[config.mk]
export PLATFORM = sky130hd
export DESIGN_NAME = ddc_top
export DESIGN_NICKNAME = d
export VERILOG_FILES = /design/src/verilog/ddc_pkg.sv /design/src/verilog/ddc_ahb_slave.sv /design/src/verilog/ddc_lane_cond.sv /design/src/verilog/ddc_top.sv
export VERILOG_INCLUDE_DIRS = /design/src /design/src/verilog
export SDC_FILE = /design/constraint.sdc
export NUM_CORES = 1
export LEC_CHECK = 0
export ABC_AREA = 1
export ABC_CLOCK_PERIOD_IN_PS = 2700
export BUFFER_PORTS_ARGS = -buffer_cell sky130_fd_sc_hd__buf_2
export CAP_MARGIN = 20
export CORE_ASPECT_RATIO = 0.8
export CORE_MARGIN = 2
export CORE_UTILIZATION = 53
export DETAILED_ROUTE_END_ITERATION = 16
export HOLD_SLACK_MARGIN = 0.08
export PLACE_DENSITY = 0.89
export SLEW_MARGIN = 20
export SYNTH_ARGS = -nofsm -noshare
export SYNTH_HDL_FRONTEND = slang
export SYNTH_SLANG_ARGS = --single-unit
[constraint.sdc]
create_clock -name hclk -period 2.7 [get_ports hclk]
set_clock_uncertainty 0.1 [all_clocks]
set_input_delay 0.135 -clock hclk [delete_from_list [all_inputs] [get_ports hclk]]
set_output_delay 0.135 -clock hclk [all_outputs]
set_load 0.05 [all_outputs]
[src/verilog/ddc_regs.svh]
// register offsets, field positions and reset values of the datapath config slice
`ifndef DDC_REGS_SVH
`define DDC_REGS_SVH

// register indices; byte address is four times the index
`define DDC_IDX_FORMAT 6'h02
`define DDC_IDX_SCALE 6'h03
`define DDC_IDX_RESULT 6'h04

// datapath format control fields
`define DDC_FMT_CLKGONE_MSB 14
`define DDC_FMT_CLKGONE_LSB 12
`define DDC_FMT_FOUR_WIRE 7
`define DDC_FMT_MIXER_EN 6
`define DDC_FMT_MIXER_GAIN 5
`define DDC_FMT_NCO_EN 4
`define DDC_FMT_REV_BUS 3
`define DDC_FMT_TWOS 1
`define DDC_FMT_WMASK 16'h70fa
`define DDC_FMT_RESET 16'h7000

// current scale and transmit control fields
`define DDC_SCL_MSB 15
`define DDC_SCL_LSB 12
`define DDC_SCL_TX 0
`define DDC_SCL_WMASK 16'hf001
`define DDC_SCL_RESET 16'hf000

// pattern check failures
`define DDC_RES_RESET 16'h0000

// bus decode
`define DDC_AHB_OKAY 1'b0
`define DDC_HTRANS_NONSEQ 2'b10
`define DDC_HSIZE_WORD 3'b010

`endif

[src/verilog/ddc_pkg.sv]
// types shared by the datapath config slice
package ddc_pkg;

   // decoded control bits of the two control registers
   typedef struct packed {
      logic four_wire;
      logic mixer_en;
      logic mixer_gain;
      logic nco_en;
      logic rev_bus;
      logic twos;
      logic [2:0] gone_en;
      logic [3:0] scale;
      logic sw_tx;
   } ddc_ctrl_t;

   // one register write from the bus slave
   typedef struct packed {
      logic valid;
      logic hit;
      logic [5:0] idx;
      logic [15:0] data;
   } ddc_wr_t;

   // data phase of the bus slave
   typedef enum logic [1:0] {
      DDC_S_IDLE,
      DDC_S_WRITE,
      DDC_S_READ_WAIT,
      DDC_S_READ_DATA
   } ddc_slave_state_t;

endpackage

[src/verilog/ddc_ahb_slave.sv]
// ahb-lite slave: zero-wait writes, one-wait reads
`timescale 1ns/10ps
`default_nettype none
`include "ddc_regs.svh"

module ddc_ahb_slave
(
   // clock and reset
   input wire logic hclk,
   input wire logic hresetn,
   // ahb-lite
   input wire logic hsel,
   input wire logic [31:0] haddr,
   input wire logic [1:0] htrans,
   input wire logic hwrite,
   input wire logic [2:0] hsize,
   input wire logic [31:0] hwdata,
   input wire logic hready,
   output logic hreadyout,
   output logic hresp,
   output logic [31:0] hrdata,
   // register side
   output ddc_pkg::ddc_wr_t wr,
   output logic [5:0] rd_idx,
   output logic rd_hit,
   input wire logic [15:0] rd_data
);

   ddc_pkg::ddc_slave_state_t state;
   logic take;
   logic addr_ok;

   // an address phase is taken when the slave is selected, the bus is ready and a nonsequential transfer of any size starts
   assign take = hsel && hready && (htrans == `DDC_HTRANS_NONSEQ);
   assign addr_ok = (haddr[31:8] == 24'h000000) && (haddr[1:0] == 2'b00)
                    && (hsize == `DDC_HSIZE_WORD);

   // data phase sequencing and address capture
   always_ff @(posedge hclk or negedge hresetn)
   begin
      if (!hresetn)
      begin
         state <= ddc_pkg::DDC_S_IDLE;
         rd_idx <= 6'h00;
         rd_hit <= 1'b0;
      end
      else if (take)
      begin
         state <= hwrite ? ddc_pkg::DDC_S_WRITE : ddc_pkg::DDC_S_READ_WAIT;
         rd_idx <= haddr[7:2];
         rd_hit <= addr_ok;
      end
      else
      begin
         case (state)
            ddc_pkg::DDC_S_READ_WAIT: state <= ddc_pkg::DDC_S_READ_DATA;
            ddc_pkg::DDC_S_WRITE: state <= ddc_pkg::DDC_S_IDLE;
            ddc_pkg::DDC_S_READ_DATA: state <= ddc_pkg::DDC_S_IDLE;
            default: state <= ddc_pkg::DDC_S_IDLE;
         endcase
      end
   end

   // ready, response and read data flops
   always_ff @(posedge hclk or negedge hresetn)
   begin
      if (!hresetn)
      begin
         hreadyout <= 1'b1;
         hresp <= `DDC_AHB_OKAY;
         hrdata <= 32'h00000000;
      end
      else
      begin
         hresp <= `DDC_AHB_OKAY;
         hreadyout <= !(take && !hwrite);
         if (state == ddc_pkg::DDC_S_READ_WAIT)
         begin
            hrdata <= rd_hit ? {16'h0000, rd_data} : 32'h00000000;
         end
      end
   end

   // write strobe stands for the single data phase cycle
   assign wr.valid = (state == ddc_pkg::DDC_S_WRITE);
   assign wr.hit = rd_hit;
   assign wr.idx = rd_idx;
   assign wr.data = hwdata[15:0];

endmodule
`default_nettype wire

[src/verilog/ddc_lane_cond.sv]
// input lane conditioning: bit reversal and number format
`timescale 1ns/10ps
`default_nettype none

module ddc_lane_cond
#(
   parameter int W = 16
)
(
   // clock and reset
   input wire logic hclk,
   input wire logic hresetn,
   // lane
   input wire logic [W-1:0] raw,
   input wire logic rev_bus,
   input wire logic twos,
   output logic [W-1:0] sample
);

   generate
      if (W < 2)
      begin : g_chk
         $error("ddc_lane_cond: W must be at least 2");
      end
   endgenerate

   // mirror the bit order of a word
   function automatic logic [W-1:0] mirror(input logic [W-1:0] v);
      logic [W-1:0] r;
      r = '0;
      for (int i = 0; i < W; i++)
      begin
         r[i] = v[W-1-i];
      end
      return r;
   endfunction

   logic [W-1:0] ordered;

   // reversal happens before the format is interpreted
   assign ordered = rev_bus ? mirror(raw) : raw;

   // offset binary becomes two's complement by flipping the top bit
   always_ff @(posedge hclk or negedge hresetn)
   begin
      if (!hresetn)
      begin
         sample <= '0;
      end
      else
      begin
         sample <= twos ? ordered : {~ordered[W-1], ordered[W-2:0]};
      end
   end

endmodule
`default_nettype wire

[src/verilog/ddc_top.sv]
// datapath configuration registers with input conditioning and pattern check
//
// Design decision made here: the AHB-Lite interface to the registers.
`timescale 1ns/10ps
`default_nettype none
`include "ddc_regs.svh"

// Function
// - port-width bit one selects four-wire serial port, zero three-wire
// - mixing-stage enable bit switches the mixer on; off by default
// - mixer gain bit adds 6dB to mixer output samples
// - oscillator enable turns the oscillator on; coarse mixing works without it
// - bus reversal bit mirrors the bit order of each input word
// - format bit one means two's complement, zero offset binary (default)
// - four-bit current scale in upper nibble, sixteen steps, largest after reset
// - scale and transmit register resets to 0xf000, transmit bit cleared
// - internal transmit enable is software bit OR transmit pin
// - during pattern check a mismatch on either bus sets its result bit
// - result bit n covers input line n of both buses
// - result bits are cleared by writing ones to them
// - format control register at index two resets to 0x7000
module ddc_top
#(
   parameter int W = 16
)
(
   // clock and reset
   input wire logic hclk,
   input wire logic hresetn,
   // ahb-lite register bus
   input wire logic hsel,
   input wire logic [31:0] haddr,
   input wire logic [1:0] htrans,
   input wire logic hwrite,
   input wire logic [2:0] hsize,
   input wire logic [31:0] hwdata,
   input wire logic hready,
   output logic hreadyout,
   output logic hresp,
   output logic [31:0] hrdata,
   // input data buses from pins
   input wire logic [W-1:0] first_input_bus,
   input wire logic [W-1:0] second_input_bus,
   // transmit pin
   input wire logic transmit_on_pin,
   // pattern checker control from datapath logic
   input wire logic pattern_check_active,
   input wire logic [W-1:0] expected_first,
   input wire logic [W-1:0] expected_second,
   // mixer samples from datapath logic
   input wire logic [W-1:0] mixer_in,
   // conditioned samples
   output logic [W-1:0] first_sample,
   output logic [W-1:0] second_sample,
   output logic [W-1:0] mixer_out,
   // controls to the rest of the device
   output logic serial_port_four_wire_select,
   output logic mixer_enable,
   output logic coarse_mix_enable,
   output logic nco_enable,
   output logic [3:0] current_scale,
   output logic [2:0] clock_gone_enables,
   output logic transmit_enable
);

   generate
      if (W != 16)
      begin : g_chk
         $error("ddc_top: register layout serves a 16-bit bus only");
      end
   endgenerate

   // saturating doubling of a two's complement sample
   function automatic logic [W-1:0] sat_double(input logic [W-1:0] v);
      logic [W-1:0] r;
      r = {v[W-2:0], 1'b0};
      if (v[W-1] != v[W-2])
      begin
         r = v[W-1] ? {1'b1, {(W-1){1'b0}}} : {1'b0, {(W-1){1'b1}}};
      end
      return r;
   endfunction

   // true when a write strobe addresses the given register
   function automatic logic wr_to(input ddc_pkg::ddc_wr_t w, input logic [5:0] idx);
      return w.valid && w.hit && (w.idx == idx);
   endfunction

   ddc_pkg::ddc_wr_t wr;
   logic [5:0] rd_idx;
   logic rd_hit;
   logic [15:0] rd_data;
   logic [15:0] fmt_reg;
   logic [15:0] scl_reg;
   logic [W-1:0] result;
   ddc_pkg::ddc_ctrl_t ctrl;
   logic [W-1:0] first_meta;
   logic [W-1:0] first_sync;
   logic [W-1:0] second_meta;
   logic [W-1:0] second_sync;
   logic tx_meta;
   logic tx_sync;
   logic [W-1:0] mismatch;
   logic [W-1:0] clear_bits;
   logic [W-1:0] next_result;

   // bus slave
   ddc_ahb_slave u_slave
   (
      .hclk(hclk),
      .hresetn(hresetn),
      .hsel(hsel),
      .haddr(haddr),
      .htrans(htrans),
      .hwrite(hwrite),
      .hsize(hsize),
      .hwdata(hwdata),
      .hready(hready),
      .hreadyout(hreadyout),
      .hresp(hresp),
      .hrdata(hrdata),
      .wr(wr),
      .rd_idx(rd_idx),
      .rd_hit(rd_hit),
      .rd_data(rd_data)
   );

   // format control register; reserved bits are not stored
   always_ff @(posedge hclk or negedge hresetn)
   begin
      if (!hresetn)
      begin
         fmt_reg <= `DDC_FMT_RESET;
      end
      else if (wr_to(wr, `DDC_IDX_FORMAT))
      begin
         fmt_reg <= wr.data & `DDC_FMT_WMASK;
      end
   end

   // current scale and transmit control register
   always_ff @(posedge hclk or negedge hresetn)
   begin
      if (!hresetn)
      begin
         scl_reg <= `DDC_SCL_RESET;
      end
      else if (wr_to(wr, `DDC_IDX_SCALE))
      begin
         scl_reg <= wr.data & `DDC_SCL_WMASK;
      end
   end

   // decode the stored fields
   assign ctrl.four_wire = fmt_reg[`DDC_FMT_FOUR_WIRE];
   assign ctrl.mixer_en = fmt_reg[`DDC_FMT_MIXER_EN];
   assign ctrl.mixer_gain = fmt_reg[`DDC_FMT_MIXER_GAIN];
   assign ctrl.nco_en = fmt_reg[`DDC_FMT_NCO_EN];
   assign ctrl.rev_bus = fmt_reg[`DDC_FMT_REV_BUS];
   assign ctrl.twos = fmt_reg[`DDC_FMT_TWOS];
   assign ctrl.gone_en = fmt_reg[`DDC_FMT_CLKGONE_MSB:`DDC_FMT_CLKGONE_LSB];
   assign ctrl.scale = scl_reg[`DDC_SCL_MSB:`DDC_SCL_LSB];
   assign ctrl.sw_tx = scl_reg[`DDC_SCL_TX];

   // read mux; unmapped words read zero
   always_comb
   begin
      case (rd_idx)
         `DDC_IDX_FORMAT: rd_data = fmt_reg;
         `DDC_IDX_SCALE: rd_data = scl_reg;
         `DDC_IDX_RESULT: rd_data = result;
         default: rd_data = 16'h0000;
      endcase
   end

   // two-flop synchronisers for the pin inputs
   always_ff @(posedge hclk or negedge hresetn)
   begin
      if (!hresetn)
      begin
         first_meta <= '0;
         first_sync <= '0;
         second_meta <= '0;
         second_sync <= '0;
         tx_meta <= 1'b0;
         tx_sync <= 1'b0;
      end
      else
      begin
         first_meta <= first_input_bus;
         first_sync <= first_meta;
         second_meta <= second_input_bus;
         second_sync <= second_meta;
         tx_meta <= transmit_on_pin;
         tx_sync <= tx_meta;
      end
   end

   // line n of both buses folds into result bit n
   assign mismatch = pattern_check_active ?
                     ((first_sync ^ expected_first) | (second_sync ^ expected_second)) :
                     '0;

   // written ones clear their bits; a fresh mismatch wins over the clear
   assign clear_bits = wr_to(wr, `DDC_IDX_RESULT) ? wr.data : '0;
   assign next_result = (result & ~clear_bits) | mismatch;

   // pattern check failure record
   always_ff @(posedge hclk or negedge hresetn)
   begin
      if (!hresetn)
      begin
         result <= `DDC_RES_RESET;
      end
      else
      begin
         result <= next_result;
      end
   end

   // first bus conditioning
   ddc_lane_cond #(.W(W)) u_first
   (
      .hclk(hclk),
      .hresetn(hresetn),
      .raw(first_sync),
      .rev_bus(ctrl.rev_bus),
      .twos(ctrl.twos),
      .sample(first_sample)
   );

   // second bus conditioning
   ddc_lane_cond #(.W(W)) u_second
   (
      .hclk(hclk),
      .hresetn(hresetn),
      .raw(second_sync),
      .rev_bus(ctrl.rev_bus),
      .twos(ctrl.twos),
      .sample(second_sample)
   );

   // mixer output stage with optional 6db gain; silent while disabled
   always_ff @(posedge hclk or negedge hresetn)
   begin
      if (!hresetn)
      begin
         mixer_out <= '0;
      end
      else if (!ctrl.mixer_en)
      begin
         mixer_out <= '0;
      end
      else
      begin
         mixer_out <= ctrl.mixer_gain ? sat_double(mixer_in) : mixer_in;
      end
   end

   // registered control outputs
   always_ff @(posedge hclk or negedge hresetn)
   begin
      if (!hresetn)
      begin
         serial_port_four_wire_select <= 1'b0;
         mixer_enable <= 1'b0;
         coarse_mix_enable <= 1'b0;
         nco_enable <= 1'b0;
         current_scale <= 4'h0;
         clock_gone_enables <= 3'h0;
      end
      else
      begin
         serial_port_four_wire_select <= ctrl.four_wire;
         mixer_enable <= ctrl.mixer_en;
         coarse_mix_enable <= ctrl.mixer_en;
         nco_enable <= ctrl.nco_en;
         current_scale <= ctrl.scale;
         clock_gone_enables <= ctrl.gone_en;
      end
   end

   // output transmission is on if either software or the pin asks for it
   always_ff @(posedge hclk or negedge hresetn)
   begin
      if (!hresetn)
      begin
         transmit_enable <= 1'b0;
      end
      else
      begin
         transmit_enable <= ctrl.sw_tx | tx_sync;
      end
   end

endmodule
`default_nettype wire

# After elaboration in Yosys (flattened, before gate mapping)
# Cells that the tools add are included.
[totals]
reg_bits = 197
inputBits = 156
out_inout_bits = 94
wordCells = 68
[op_classes]
eq_ne = 8
n_mux = 15
bitwise_logic = 9
reduce_logical = 13
[ops]
columns = ["op", "count"]
rows = [
  ["two-way mux 16 bit", 11],
  ["one-hot mux 16 bit (3 select lines)", 1],
  ["OR 16 bit", 2],
  ["bitwise XOR 16 bit", 2],
  ["logical NOT 24 bit", 1],
  ["bitwise AND 16 bit", 1],
  ["NOT 16 bit", 1],
  ["equality test 6 x 2 -> 1 bit (second input constant)", 2],
  ["logical AND 1 bit", 9],
  ["equality test 6 x 3 -> 1 bit (second input constant)", 1],
  ["two-way mux 2 bit", 3],
  ["equality test 2 bit (second input constant)", 2],
  ["equality test 3 x 2 -> 1 bit (second input constant)", 1],
  ["equality test 2 x 1 -> 1 bit (second input constant)", 1],
  ["logical NOT 1 bit", 2],
  ["logical NOT 2 bit", 1],
  ["NOT 1 bit", 2],
  ["!= test 1 bit", 1],
  ["OR 1 bit", 1],
]

# Depth between registers and ports, before layout
# Gate-level depths: netlist (run 1).
[logic_depth]
ltp_word = 7
mapped_depth = 8
ltp_nobuf = 7

# Modules after synthesis
# Synthesis (run 1) repeated with hierarchy kept, for this count alone.
[hier_totals]
cells_unflattened = 791
hier_area_um2 = 7673.6
[modules_own_cells]
columns = ["module", "n_inst", "cells_each", "area_each_um2"]
rows = [
  ["ddc_top", 1, 463, 4822.1],
  ["ddc_ahb_slave", 1, 194, 1555.2],
  ["ddc_lane_cond", 2, 67, 648.1],
]

# Worst setup path before layout (run 1)
# OpenSTA, ideal clock, no wires.
[synth_path]
path_type = "reg2reg"
start = "reg u_slave.rd_idx[3]"
end = "reg fmt_reg[3]"
setup_time_ps = 127
arrival_ps = 1246
required_time_ps = 2473
slack_ps = 1226
path_stages_with_launch = 6
path_buffers = 1
synth_period_minus_slack_ps = 1474
path_cell_list = "dfrtp_1 > nor2_1 > nand2_2 > nor3b_4 > buf_6 > o21ai_0"
[synth_between]
elab_chain_len = 2
[synth_lines]
columns = ["element", "line_no", "text"]
rows = [
  ["from (decl)", "ddc_ahb_slave.sv:24", "output logic [5:0] rd_idx,"],
  ["from (signal assigned)", "ddc_ahb_slave.sv:50", "rd_idx <= haddr[7:2];"],
  ["equality test 6 x 2 -> 1 bit", "ddc_top.sv:86", "return w.valid && w.hit && (w.idx == idx);"],
  ["logical AND 1 bit", "ddc_top.sv:86", ""],
  ["to (signal assigned)", "ddc_top.sv:133", "fmt_reg <= `DDC_FMT_RESET;"],
  ["to (signal assigned)", "ddc_top.sv:137", "fmt_reg <= wr.data & `DDC_FMT_WMASK;"],
  ["to (decl)", "ddc_top.sv:93", "logic [15:0] fmt_reg;"],
]
# No other way between the ends.
# A chain may end at the register's enable or synchronous reset.

# Worst setup path in the final report (run 1)
[layout_path]
start = "in haddr[8]"
end = "reg u_slave.rd_hit"
[layout_between]
elab_chain_len = 3
[layout_lines]
columns = ["element", "line_no", "text"]
rows = [
  ["from (decl)", "ddc_top.sv:32", "input wire logic [31:0] haddr,"],
  ["logical NOT 24 bit", "ddc_ahb_slave.sv:35", "assign addr_ok = (haddr[31:8] == 24'h000000) && (haddr[1:0] == 2'b00)"],
  ["logical AND 1 bit (2 in series)", "ddc_ahb_slave.sv:35", ""],
  ["to (signal assigned)", "ddc_ahb_slave.sv:51", "rd_hit <= addr_ok;"],
  ["to (decl)", "ddc_ahb_slave.sv:25", "output logic rd_hit,"],
]
# No other way between the ends.

==> impl_metrics.json, run 1 <==
{
  "rr_endpoint": "result[8]",
  "crit_path_start": "haddr[8]",
  "criticalPathCategory": "primary input to flip-flop",
  "die_area_sq_um": 14100,
  "leakagePower_nw": 5.07,
  "ys_seq_elements": 181,
  "hpwl_um": 12000,
  "worst_pin_slew_ps": 978,
  "synth-edff-count": 0,
  "startpoint_type": "primary input",
  "synth.avg_cell_area_sq_um": 10.4,
  "crit_end": "u_slave.rd_hit",
  "pwr-share-seq_pct": 45.6,
  "syn_to_final_growth_pct": 40.5,
  "clk_latency_ps": 430,
  "synth_common_cells": "nand2_1, dfrtp_1, inv_1, o21ai_0, xor2_1",
  "required_ps": 2960,
  "r2r_start": "u_slave.rd_idx[5]",
  "r2r_cells": 8,
  "drt_iter0_drc": 541,
  "fin_tns_setup_ps": 0,
  "portBuffers": 216,
  "finalPower_mw": 6.37,
  "path_clk_slew_ps": 70,
  "cts_tree": "yes",
  "coreArea_sq_um": 12800,
  "swShare_pct": 27.5,
  "r2r_slack_ps": 230,
  "initial_utilization_pct": 54.3,
  "dr.pass1.iters": 8,
  "yosysMostFrequentCell": "nand2_1",
  "p_int_mw": 4.62,
  "clockPowerShare_pct": 39.7,
  "cap_violations": 0,
  "ir_drop_mv": 0.493,
  "power.switching_mw": 1.75,
  "ys_top_cells_by_area": "dfrtp_1, nand2_1, o21ai_0",
  "synth_top_area_cell": "dfrtp_1",
  "crit_path_max_fanout": 1,
  "grt_overflow_total": 0,
  "syn-instance-count": 670,
  "dieWidth_um": 132,
  "cp-end-kind": "flip-flop",
  "ys_seq_area_share_pct": 65.2,
  "core.rowCount": 37,
  "period_needed_ps": 2570,
  "grt_setup_unrepaired": "no",
  "routed_via_density": 5.14,
  "layout.nets": 1147,
  "clock_sinks": 181,
  "cts_made_buffers": 17,
  "relSlewSlack_pct": 34.7,
  "cp.arrival_ps": 2830,
  "routed_wl_um": 20300,
  "syn_area_sq_um": 6960,
  "maxSlewViolCount": 0,
  "gp_congestion": 0.830,
  "num_vias": 6052,
  "drive_gt1_share_pct": 27.9,
  "grt_usage_pct": 29.6,
  "cts_htree_levels": 4,
  "fmax_mhz": 389,
  "synthFlopType": "dfrtp_1",
  "p_comb_share_pct": 14.7,
  "period_share_pct": 95.1,
  "grt_max_degree": 88,
  "wl_per_cell_um": 17.2,
  "yosys_warnings": 0,
  "detail-route-antenna-nets": 0,
  "finish.utilization_pct": 76.3,
  "async_flop_share_pct": 100,
  "grt_pass1_vias": 6174,
  "ys_types": 28,
  "p_per_area_nw_per_um2": 651,
  "hold_path.class": "primary input to flip-flop",
  "drc": 0,
  "grt_pass1_wl_um": 31700,
  "setup_violations": 0,
  "antenna_found_initial": 2,
  "cts_buffer_depth": 2,
  "finalHoldViolations": 0,
  "fp.dieH_um": 107,
  "status": "complete, no violations",
  "yosysTopAreaCellShare_pct": 62.2,
  "io-pin-count": 250,
  "cts_root_buf": "clkbuf_16"
}
## metrics by stage
| stage | hold slack, ps | cell area, sq um | setup slack, ps | cells |
|---|---|---|---|---|
| after floorplan | -261 | 7020 | 1230 | 686 |
| after global routing | 113 | 9790 | 22.9 | 1177 |
| after detailed placement | 133 | 8160 | 677 | 1043 |
| after global placement | 132 | 8160 | 750 | 1043 |
| after CTS | 89.6 | 9740 | 122 | 1171 |
| final | 96.2 | 9790 | 132 | 1178 |
## worst max-delay path: stages
cell and delay (ps):
dlygate4sd3_1 560, buf_2 120, nor2_1 70, dlygate4sd3_1 560
nand3_1 70, dlygate4sd3_1 560, nor2_1 100, dlygate4sd3_1 550
nand2_1 60, nand2_1 50
## worst min path at each step
stage | endpoint | start | cells after the start | slack (ps)
after floorplan | clock_gone_enables[0] | hresetn | 0 | -260
after detailed placement | current_scale[1] | hresetn | 1 | 130
after global routing | result[5] | expected_first[5] | 4 | 110
after global placement | current_scale[1] | hresetn | 1 | 130
after CTS | result[1] | expected_second[1] | 4 | 90
final | result[6] | expected_second[6] | 4 | 100
## final cells by class
class	count	area, sq um
clock buffers	17	425
multi-input cells	392	1970
clock inverters	14	179
repair buffers	323	2170
diodes	3	7.51
flip-flops and latches	181	4540
well taps	175	219
fillers	809	3040
inverters	73	274
## cells in the final DEF, fill, tap and decap left out, drive strengths merged
| cell | synthesis | layout |
|---|---|---|
| buf | 26 | 225 |
| nand2 | 184 | 184 |
| dfrtp | 173 | 173 |
| dlygate4sd3 | 0 | 97 |
| inv | 73 | 76 |
| o21ai | 73 | 73 |
| xor2 | 34 | 34 |
| nor2 | 25 | 25 |
| nand4 | 18 | 18 |
| clkbuf | 14 | 18 |
| nand3 | 18 | 18 |
| conb | 1 | 17 |
| o221ai | 14 | 14 |
| dfstp | 8 | 8 |
| clkinv | 0 | 8 |
| diode | 0 | 3 |
| ha | 3 | 3 |
| bufinv | 0 | 3 |
| nor3 | 2 | 2 |
| or2 | 1 | 1 |
| a211oi | 1 | 1 |
| nor3b | 1 | 1 |
| a21oi | 1 | 1 |
## kinds of logic after synthesis
kind of cell | Yosys count | share of synthesized area (%)
compound gates | 89 | 7.24
xor+xnor | 34 | 4.28
fa+ha+maj | 3 | 0.539
buf+inv | 113 | 7.38
flops | 181 | 65.2
other cells | 1 | 0.0538
simple gates | 249 | 15.3
## per-layer routing
layer  track usage [%]  routed length, um
met1              35.7               7740
met2              50.7              10300
met3              8.15               1650
met4              12.3                624
met5                 0                  0
## timing repair
action / 4_1_cts / 5_1_grt
buffers inserted: 0 / 4
endpoints found under the setup margin: 0 / 3
hold buffers: 97 / 0
gates resized for setup: 0 / 0
endpoints found under the hold margin: 174 / 0
## power by group through the flow
stage,logic (mW),clock network [mW],registers (mW)
6_report,0.937,2.53,2.90
5_1_grt,1.00,2.68,2.91
4_1_cts,0.910,2.55,2.90
3_5_place_dp,0.793,0,2.95
3_3_place_gp,0.772,0,2.94
2_1_floorplan,0.320,0,3.12
Note: power is estimated with default switching activity, not from simulation.
==> run 2, diff against run 1 <==
--- a/config.mk
+++ b/config.mk
@@ -6,16 +6,15 @@
 export SDC_FILE = /design/constraint.sdc
 export NUM_CORES = 1
 export LEC_CHECK = 0
-export ABC_AREA = 1
 export ABC_CLOCK_PERIOD_IN_PS = 2700
 export BUFFER_PORTS_ARGS = -buffer_cell sky130_fd_sc_hd__buf_2
 export CAP_MARGIN = 20
 export CORE_ASPECT_RATIO = 0.8
 export CORE_MARGIN = 2
-export CORE_UTILIZATION = 53
+export CORE_UTILIZATION = 35
 export DETAILED_ROUTE_END_ITERATION = 16
 export HOLD_SLACK_MARGIN = 0.08
-export PLACE_DENSITY = 0.89
+export PLACE_DENSITY = 0.65
 export SLEW_MARGIN = 20
 export SYNTH_ARGS = -nofsm -noshare
 export SYNTH_HDL_FRONTEND = slang
==> run 2 against run 1 <==
Worst setup slack got worse by 36 ps; largest power group unchanged; synthesized cell count fell by 25%; final area rose by 2.1%; combinational power rose by 5.4%; sequential share of layout area fell by 0.95 points; critical endpoint unchanged.
==> impl_metrics.json, run 2 <==
{
  "grt_max_degree": 84,
  "cp_top_family": "buffers and inverters",
  "cts_root_buf": "clkbuf_16",
  "crit_path_max_fanout": 1,
  "power.switching_mw": 1.83,
  "ys_top_cells_by_area": "dfrtp_1, mux2_2, xnor2_1",
  "syn_area_sq_um": 6910,
  "syn_to_final_growth_pct": 44.6,
  "setup_violations": 0,
  "p_per_area_nw_per_um2": 651,
  "async_flop_share_pct": 100,
  "cts_made_buffers": 17,
  "crit_cells": 8,
  "synthFlopType": "dfrtp_1",
  "ys_seq_elements": 181,
  "relSlewSlack_pct": 41.3,
  "fin_area_sq_um": 9990,
  "fmax_mhz": 384,
  "die_area_sq_um": 20900,
  "r2r_start": "u_slave.rd_idx[3]",
  "startpoint_type": "primary input",
  "detailed_place.area_sq_um": 8240,
  "wl_per_cell_um": 15.2,
  "yosysTopAreaCellShare_pct": 62.7,
  "ys_seq_area_share_pct": 65.7,
  "finalHoldViolations": 0,
  "portBuffers": 216,
  "required_ps": 2960,
  "cp.arrival_ps": 2860,
  "detail-route-antenna-nets": 0,
  "io-pin-count": 250,
  "dr.pass1.iters": 4,
  "synth.avg_cell_area_sq_um": 13.8,
  "pwr-share-seq_pct": 45.4,
  "synth_common_cells": "dfrtp_1, nand2_1, mux2_2",
  "p_int_mw": 4.68,
  "finish.utilization_pct": 52.2,
  "hold_depth": 2,
  "hold_path.class": "primary input to flip-flop",
  "min_to": "result[5]",
  "path_clk_slew_ps": 70,
  "clk_latency_ps": 420,
  "cts_tree": "yes",
  "clockPowerShare_pct": 39.4,
  "grt_pass1_wl_um": 26600,
  "period_share_pct": 96.5,
  "hold_start": "pattern_check_active",
  "num_vias": 4859,
  "cp-end-kind": "flip-flop",
  "worst_path_max_delay_cell": "dlygate4sd3_1",
  "critPathBufInv": 5,
  "criticalPathCategory": "primary input to flip-flop",
  "yosysMostFrequentCell": "dfrtp_1",
  "coreArea_sq_um": 19100,
  "grt_usage_pct": 16.7,
  "drive_gt1_share_pct": 38.0,
  "syn-instance-count": 502,
  "drc": 0,
  "leakagePower_nw": 4.68,
  "fp.dieH_um": 130,
  "antenna_found_initial": 0,
  "worst_pin_slew_ps": 881,
  "routed_wl_um": 16900,
  "cts_htree_levels": 4,
  "gp_congestion": 0.705,
  "core.rowCount": 45,
  "rr_endpoint": "result[10]",
  "synth-edff-count": 0,
  "grt_pass1_vias": 5169,
  "final_common_cell": "buf_2",
  "p_comb_share_pct": 15.2,
  "dieWidth_um": 161,
  "maxSlewViolCount": 0,
  "r2r_cells": 6,
  "holdWs_ps": 156,
  "pre_cts_slack_ps": 526,
  "cap_violations": 0,
  "yosys_warnings": 0,
  "finalWorstSetupSlack_ps": 95.6,
  "status": "complete, no violations",
  "cts_buffer_depth": 2,
  "grt_overflow_total": 0,
  "layout.nets": 997,
  "clock_sinks": 181,
  "swShare_pct": 28.1,
  "diodes": 0,
  "grt_setup_unrepaired": "no",
  "max_stage_delay_ps": 580,
  "routed_via_density": 4.38,
  "fin_tns_setup_ps": 0,
  "cpMostUsedCell": "dlygate4sd3_1",
  "synth_top_area_cell": "dfrtp_1",
  "r2r_slack_ps": 230,
  "ys_types": 40,
  "hpwl_um": 11300,
  "initial_utilization_pct": 36.1,
  "path_cells": "dlygate4sd3_1 -> buf_2 -> nor2_1 -> dlygate4sd3_1 -> nand4_1 -> dlygate4sd3_1 -> o31ai_1 -> dlygate4sd3_1",
  "final_cell_mix": "buf_2, dfrtp_1, dlygate4sd3_1",
  "drt_iter0_drc": 255,
  "ir_drop_mv": 0.391,
  "period_needed_ps": 2600
}
## run 2: cell types whose count changed after synthesis, sizes merged, moves of 50 or more
cell	before	now
nand2	184	47
inv	73	4
mux2	0	50
o21ai	73	14
## run 2: cell families (layout without fill, tap and decap cells)
group | count (synthesis) | count (layout) | synth area share (%)
and+or+nand+nor | 122 | 122 | 9.76
adders and majority gates | 3 | 3 | 0.543
other | 1 | 17 | 0.0543
muxes | 53 | 53 | 9.07
xor gates and xnor gates | 34 | 34 | 4.31
DFF | 181 | 181 | 65.7
AOI/OAI and AO/OA | 65 | 65 | 6.97
buffers and inverters | 43 | 376 | 3.59
## run 2: layout make-up
class / count / area [sq um]
fill: 1617 / 9150
sequential: 181 / 4540
timing repair buffer: 340 / 2320
multi-input combinational: 294 / 2190
clock buffer: 18 / 429
tap: 258 / 323
clock inverter: 14 / 179
inverter: 4 / 15.0
## run 2: how the worst max path moves through the flow
stage	startpoint	endpoint	slack, ps
after floorplan	u_slave.rd_idx[3]	fmt_reg[1]	760
after global placement	u_slave.rd_idx[3]	fmt_reg[5]	590
after detailed placement	u_slave.rd_idx[3]	fmt_reg[5]	530
after CTS	u_slave.rd_idx[3]	result[10]	80
after global routing	mixer_in[14]	mixer_out[1]	20
final	haddr[21]	u_slave.rd_hit	100
## run 2: worst register-to-register path: stages (launching register included)
cell           delay (ps)
dfrtp_1               370
or3_4                 470
nor4_4                270
buf_4                 300
nand2_1                90
a22o_1                190
dlygate4sd3_1         560
## run 2: stage by stage
| step | cells | total power [mW] |
|---|---|---|
| 2_1_floorplan | 518 | 3.56 |
| 3_3_place_gp | 963 | 3.85 |
| 3_5_place_dp | 963 | 3.85 |
| 4_1_cts | 1109 | 6.57 |
| 5_1_grt | 1109 | 6.80 |
| 6_report | 1109 | 6.50 |
## run 2: power groups by stage
stage                     combinational (mW)  sequential [mW]  clock [mW]
final                                  0.988             2.95        2.56
after detailed placement               0.852             3.00           0
after CTS                              0.990             2.95        2.63
after global routing                    1.06             2.97        2.77
after global placement                 0.849             3.00           0
after floorplan                        0.369             3.19           0
## run 2: timing repair
action / in CTS / in global routing
endpoints found under the hold margin: 168 / 0
setup buffers: 0 / 0
hold buffers: 114 / 0
resized for setup: 0 / 2
setup endpoints to repair: 0 / 13
## run 2: metal layers
metal  part of all wire [%]  GRT usage [%]  vias to the layer above
li1                       -              -                     2355
met1                     46           21.7                     2323
met2                     47           27.8                      163
met3                    5.7           4.32                       18
met4                    1.4           5.04                        0
met5                      0              0                        -
==> run 3, diff against run 2 <==
--- a/config.mk
+++ b/config.mk
@@ -12,6 +12,7 @@
 export CORE_ASPECT_RATIO = 0.8
 export CORE_MARGIN = 2
 export CORE_UTILIZATION = 35
+export CTS_BUF_LIST = sky130_fd_sc_hd__clkbuf_16
 export DETAILED_ROUTE_END_ITERATION = 16
 export HOLD_SLACK_MARGIN = 0.08
 export PLACE_DENSITY = 0.65
==> run 3 against run 2 <==
Non-clock buffer count stayed put; count of clock-buffer cells in the layout shrank 1; die area is the same.
==> impl_metrics.json, run 3 (synthesis results as in run 2) <==
{
  "wl_per_cell_um": 15.2,
  "critPathBufInv": 5,
  "drc": 0,
  "grt_max_degree": 84,
  "grt_overflow_total": 0,
  "detailed_place.area_sq_um": 8240,
  "final_cell_mix": "buf_2, dfrtp_1, dlygate4sd3_1",
  "hold_path.class": "primary input to flip-flop",
  "drive_gt1_share_pct": 38.0,
  "path_cells": "dlygate4sd3_1 -> buf_2 -> nor2_1 -> dlygate4sd3_1 -> nand4_1 -> dlygate4sd3_1 -> o31ai_1 -> dlygate4sd3_1",
  "max_stage_delay_ps": 580,
  "fillers": 1617,
  "r2r_start": "u_slave.rd_idx[3]",
  "hold_depth": 2,
  "min_to": "result[5]",
  "rr_endpoint": "result[10]",
  "fin_tns_setup_ps": 0,
  "ff_latch_area_sq_um": 4540,
  "diodes": 0,
  "clk_latency_ps": 420,
  "grt_setup_unrepaired": "no",
  "r2r_cells": 6,
  "cts_root_buf": "clkbuf_16",
  "detail-route-antenna-nets": 0,
  "syn_to_final_growth_pct": 44.6,
  "routed_wl_um": 16900,
  "maxSlewViolCount": 0,
  "fmax_mhz": 384,
  "core.rowCount": 45,
  "cts_made_buffers": 17,
  "grt_pass1_wl_um": 26600,
  "criticalPathCategory": "primary input to flip-flop",
  "required_ps": 2960,
  "dieWidth_um": 161,
  "ir_drop_mv": 0.391,
  "crit_path_max_fanout": 1,
  "cts_buffer_depth": 2,
  "grt_usage_pct": 16.7,
  "dr.pass1.iters": 5,
  "portBuffers": 216,
  "worst_path_max_delay_cell": "dlygate4sd3_1",
  "cts_tree": "yes",
  "initial_utilization_pct": 36.1,
  "cp-end-kind": "flip-flop",
  "finalPower_mw": 6.50,
  "clock_sinks": 181,
  "placed_cells": 963,
  "coreArea_sq_um": 19100,
  "num_vias": 4867,
  "routed_via_density": 4.39,
  "drt_iter0_drc": 254,
  "layout.nets": 997,
  "multi_input_area_sq_um": 2190,
  "finalNonFillerCells": 1109,
  "antenna_found_initial": 0,
  "finish.utilization_pct": 52.2,
  "cts_htree_levels": 4,
  "worst_pin_slew_ps": 881,
  "cp_top_family": "buffers and inverters",
  "relSlewSlack_pct": 41.3,
  "hold_start": "pattern_check_active",
  "r2r_slack_ps": 230,
  "cap_violations": 0,
  "gp_congestion": 0.705,
  "io-pin-count": 250,
  "fin_area_sq_um": 9990,
  "period_share_pct": 96.5,
  "p_per_area_nw_per_um2": 650,
  "period_needed_ps": 2600,
  "grt_pass1_vias": 5169,
  "cp.arrival_ps": 2860,
  "die_area_sq_um": 20900,
  "final_common_cell": "buf_2",
  "path_clk_slew_ps": 70,
  "fp.dieH_um": 130,
  "cpMostUsedCell": "dlygate4sd3_1",
  "finalHoldViolations": 0,
  "startpoint_type": "primary input",
  "status": "complete, no violations",
  "setup_violations": 0,
  "hpwl_um": 11300,
  "post-cts-setup-buffer-count": 0,
  "leakagePower_nw": 4.68
}
[run 3: worst max-delay path by stage]
stage	start	end	slack, ps	depth (start not counted)
floorplan	u_slave.rd_idx[3]	fmt_reg[1]	760	6
global placement	u_slave.rd_idx[3]	fmt_reg[5]	590	4
detailed placement	u_slave.rd_idx[3]	fmt_reg[5]	530	4
CTS	u_slave.rd_idx[3]	result[10]	80	6
global route	mixer_in[14]	mixer_out[1]	20	8
finish	haddr[21]	u_slave.rd_hit	100	8
[run 3: final cells by class]
type,instances,area share [%]
clock buffers,17,4.26
clock inverters,15,1.83
inverters,4,0.150
multi-input cells,294,21.9
flip-flops and latches,181,45.4
well taps,258,3.23
repair buffers,340,23.2
[run 3: stage by stage]
stage	worst slack [ps]	hold slack, ps
4_1_cts	83.7	144
3_5_place_dp	526	130
5_1_grt	23.5	157
6_report	95.6	155
2_1_floorplan	757	-261
3_3_place_gp	589	136
[run 3: worst reg2reg max path, stage by stage (launching register included)]
cell           delay [ps]
dfrtp_1               370
or3_4                 480
nor4_4                280
buf_4                 300
nand2_1                90
a22o_1                190
dlygate4sd3_1         560
[run 3: routing by layer]
metal	track usage [%]	vias up	share of wire (%)
met5	0	-	0
met4	5.04	0	1.4
met3	4.32	18	5.7
met2	27.8	163	47
met1	21.7	2329	46
li1	-	2357	-
[run 3: repair_timing]
action                                 CTS  global route
resized for setup                        0             2
endpoints found under the hold margin  168             0
setup endpoints to repair                0            13
hold buffers                           114             0
[run 3: power by group]
part | switching, mW | leakage [nW] | total [mW] | internal [mW]
clock | 1.15 | 0.301 | 2.56 | 1.41
sequential | 0.0998 | 2.13 | 2.95 | 2.85
combinational | 0.581 | 2.25 | 0.988 | 0.407
total | 1.83 | 4.68 | 6.50 | 4.67
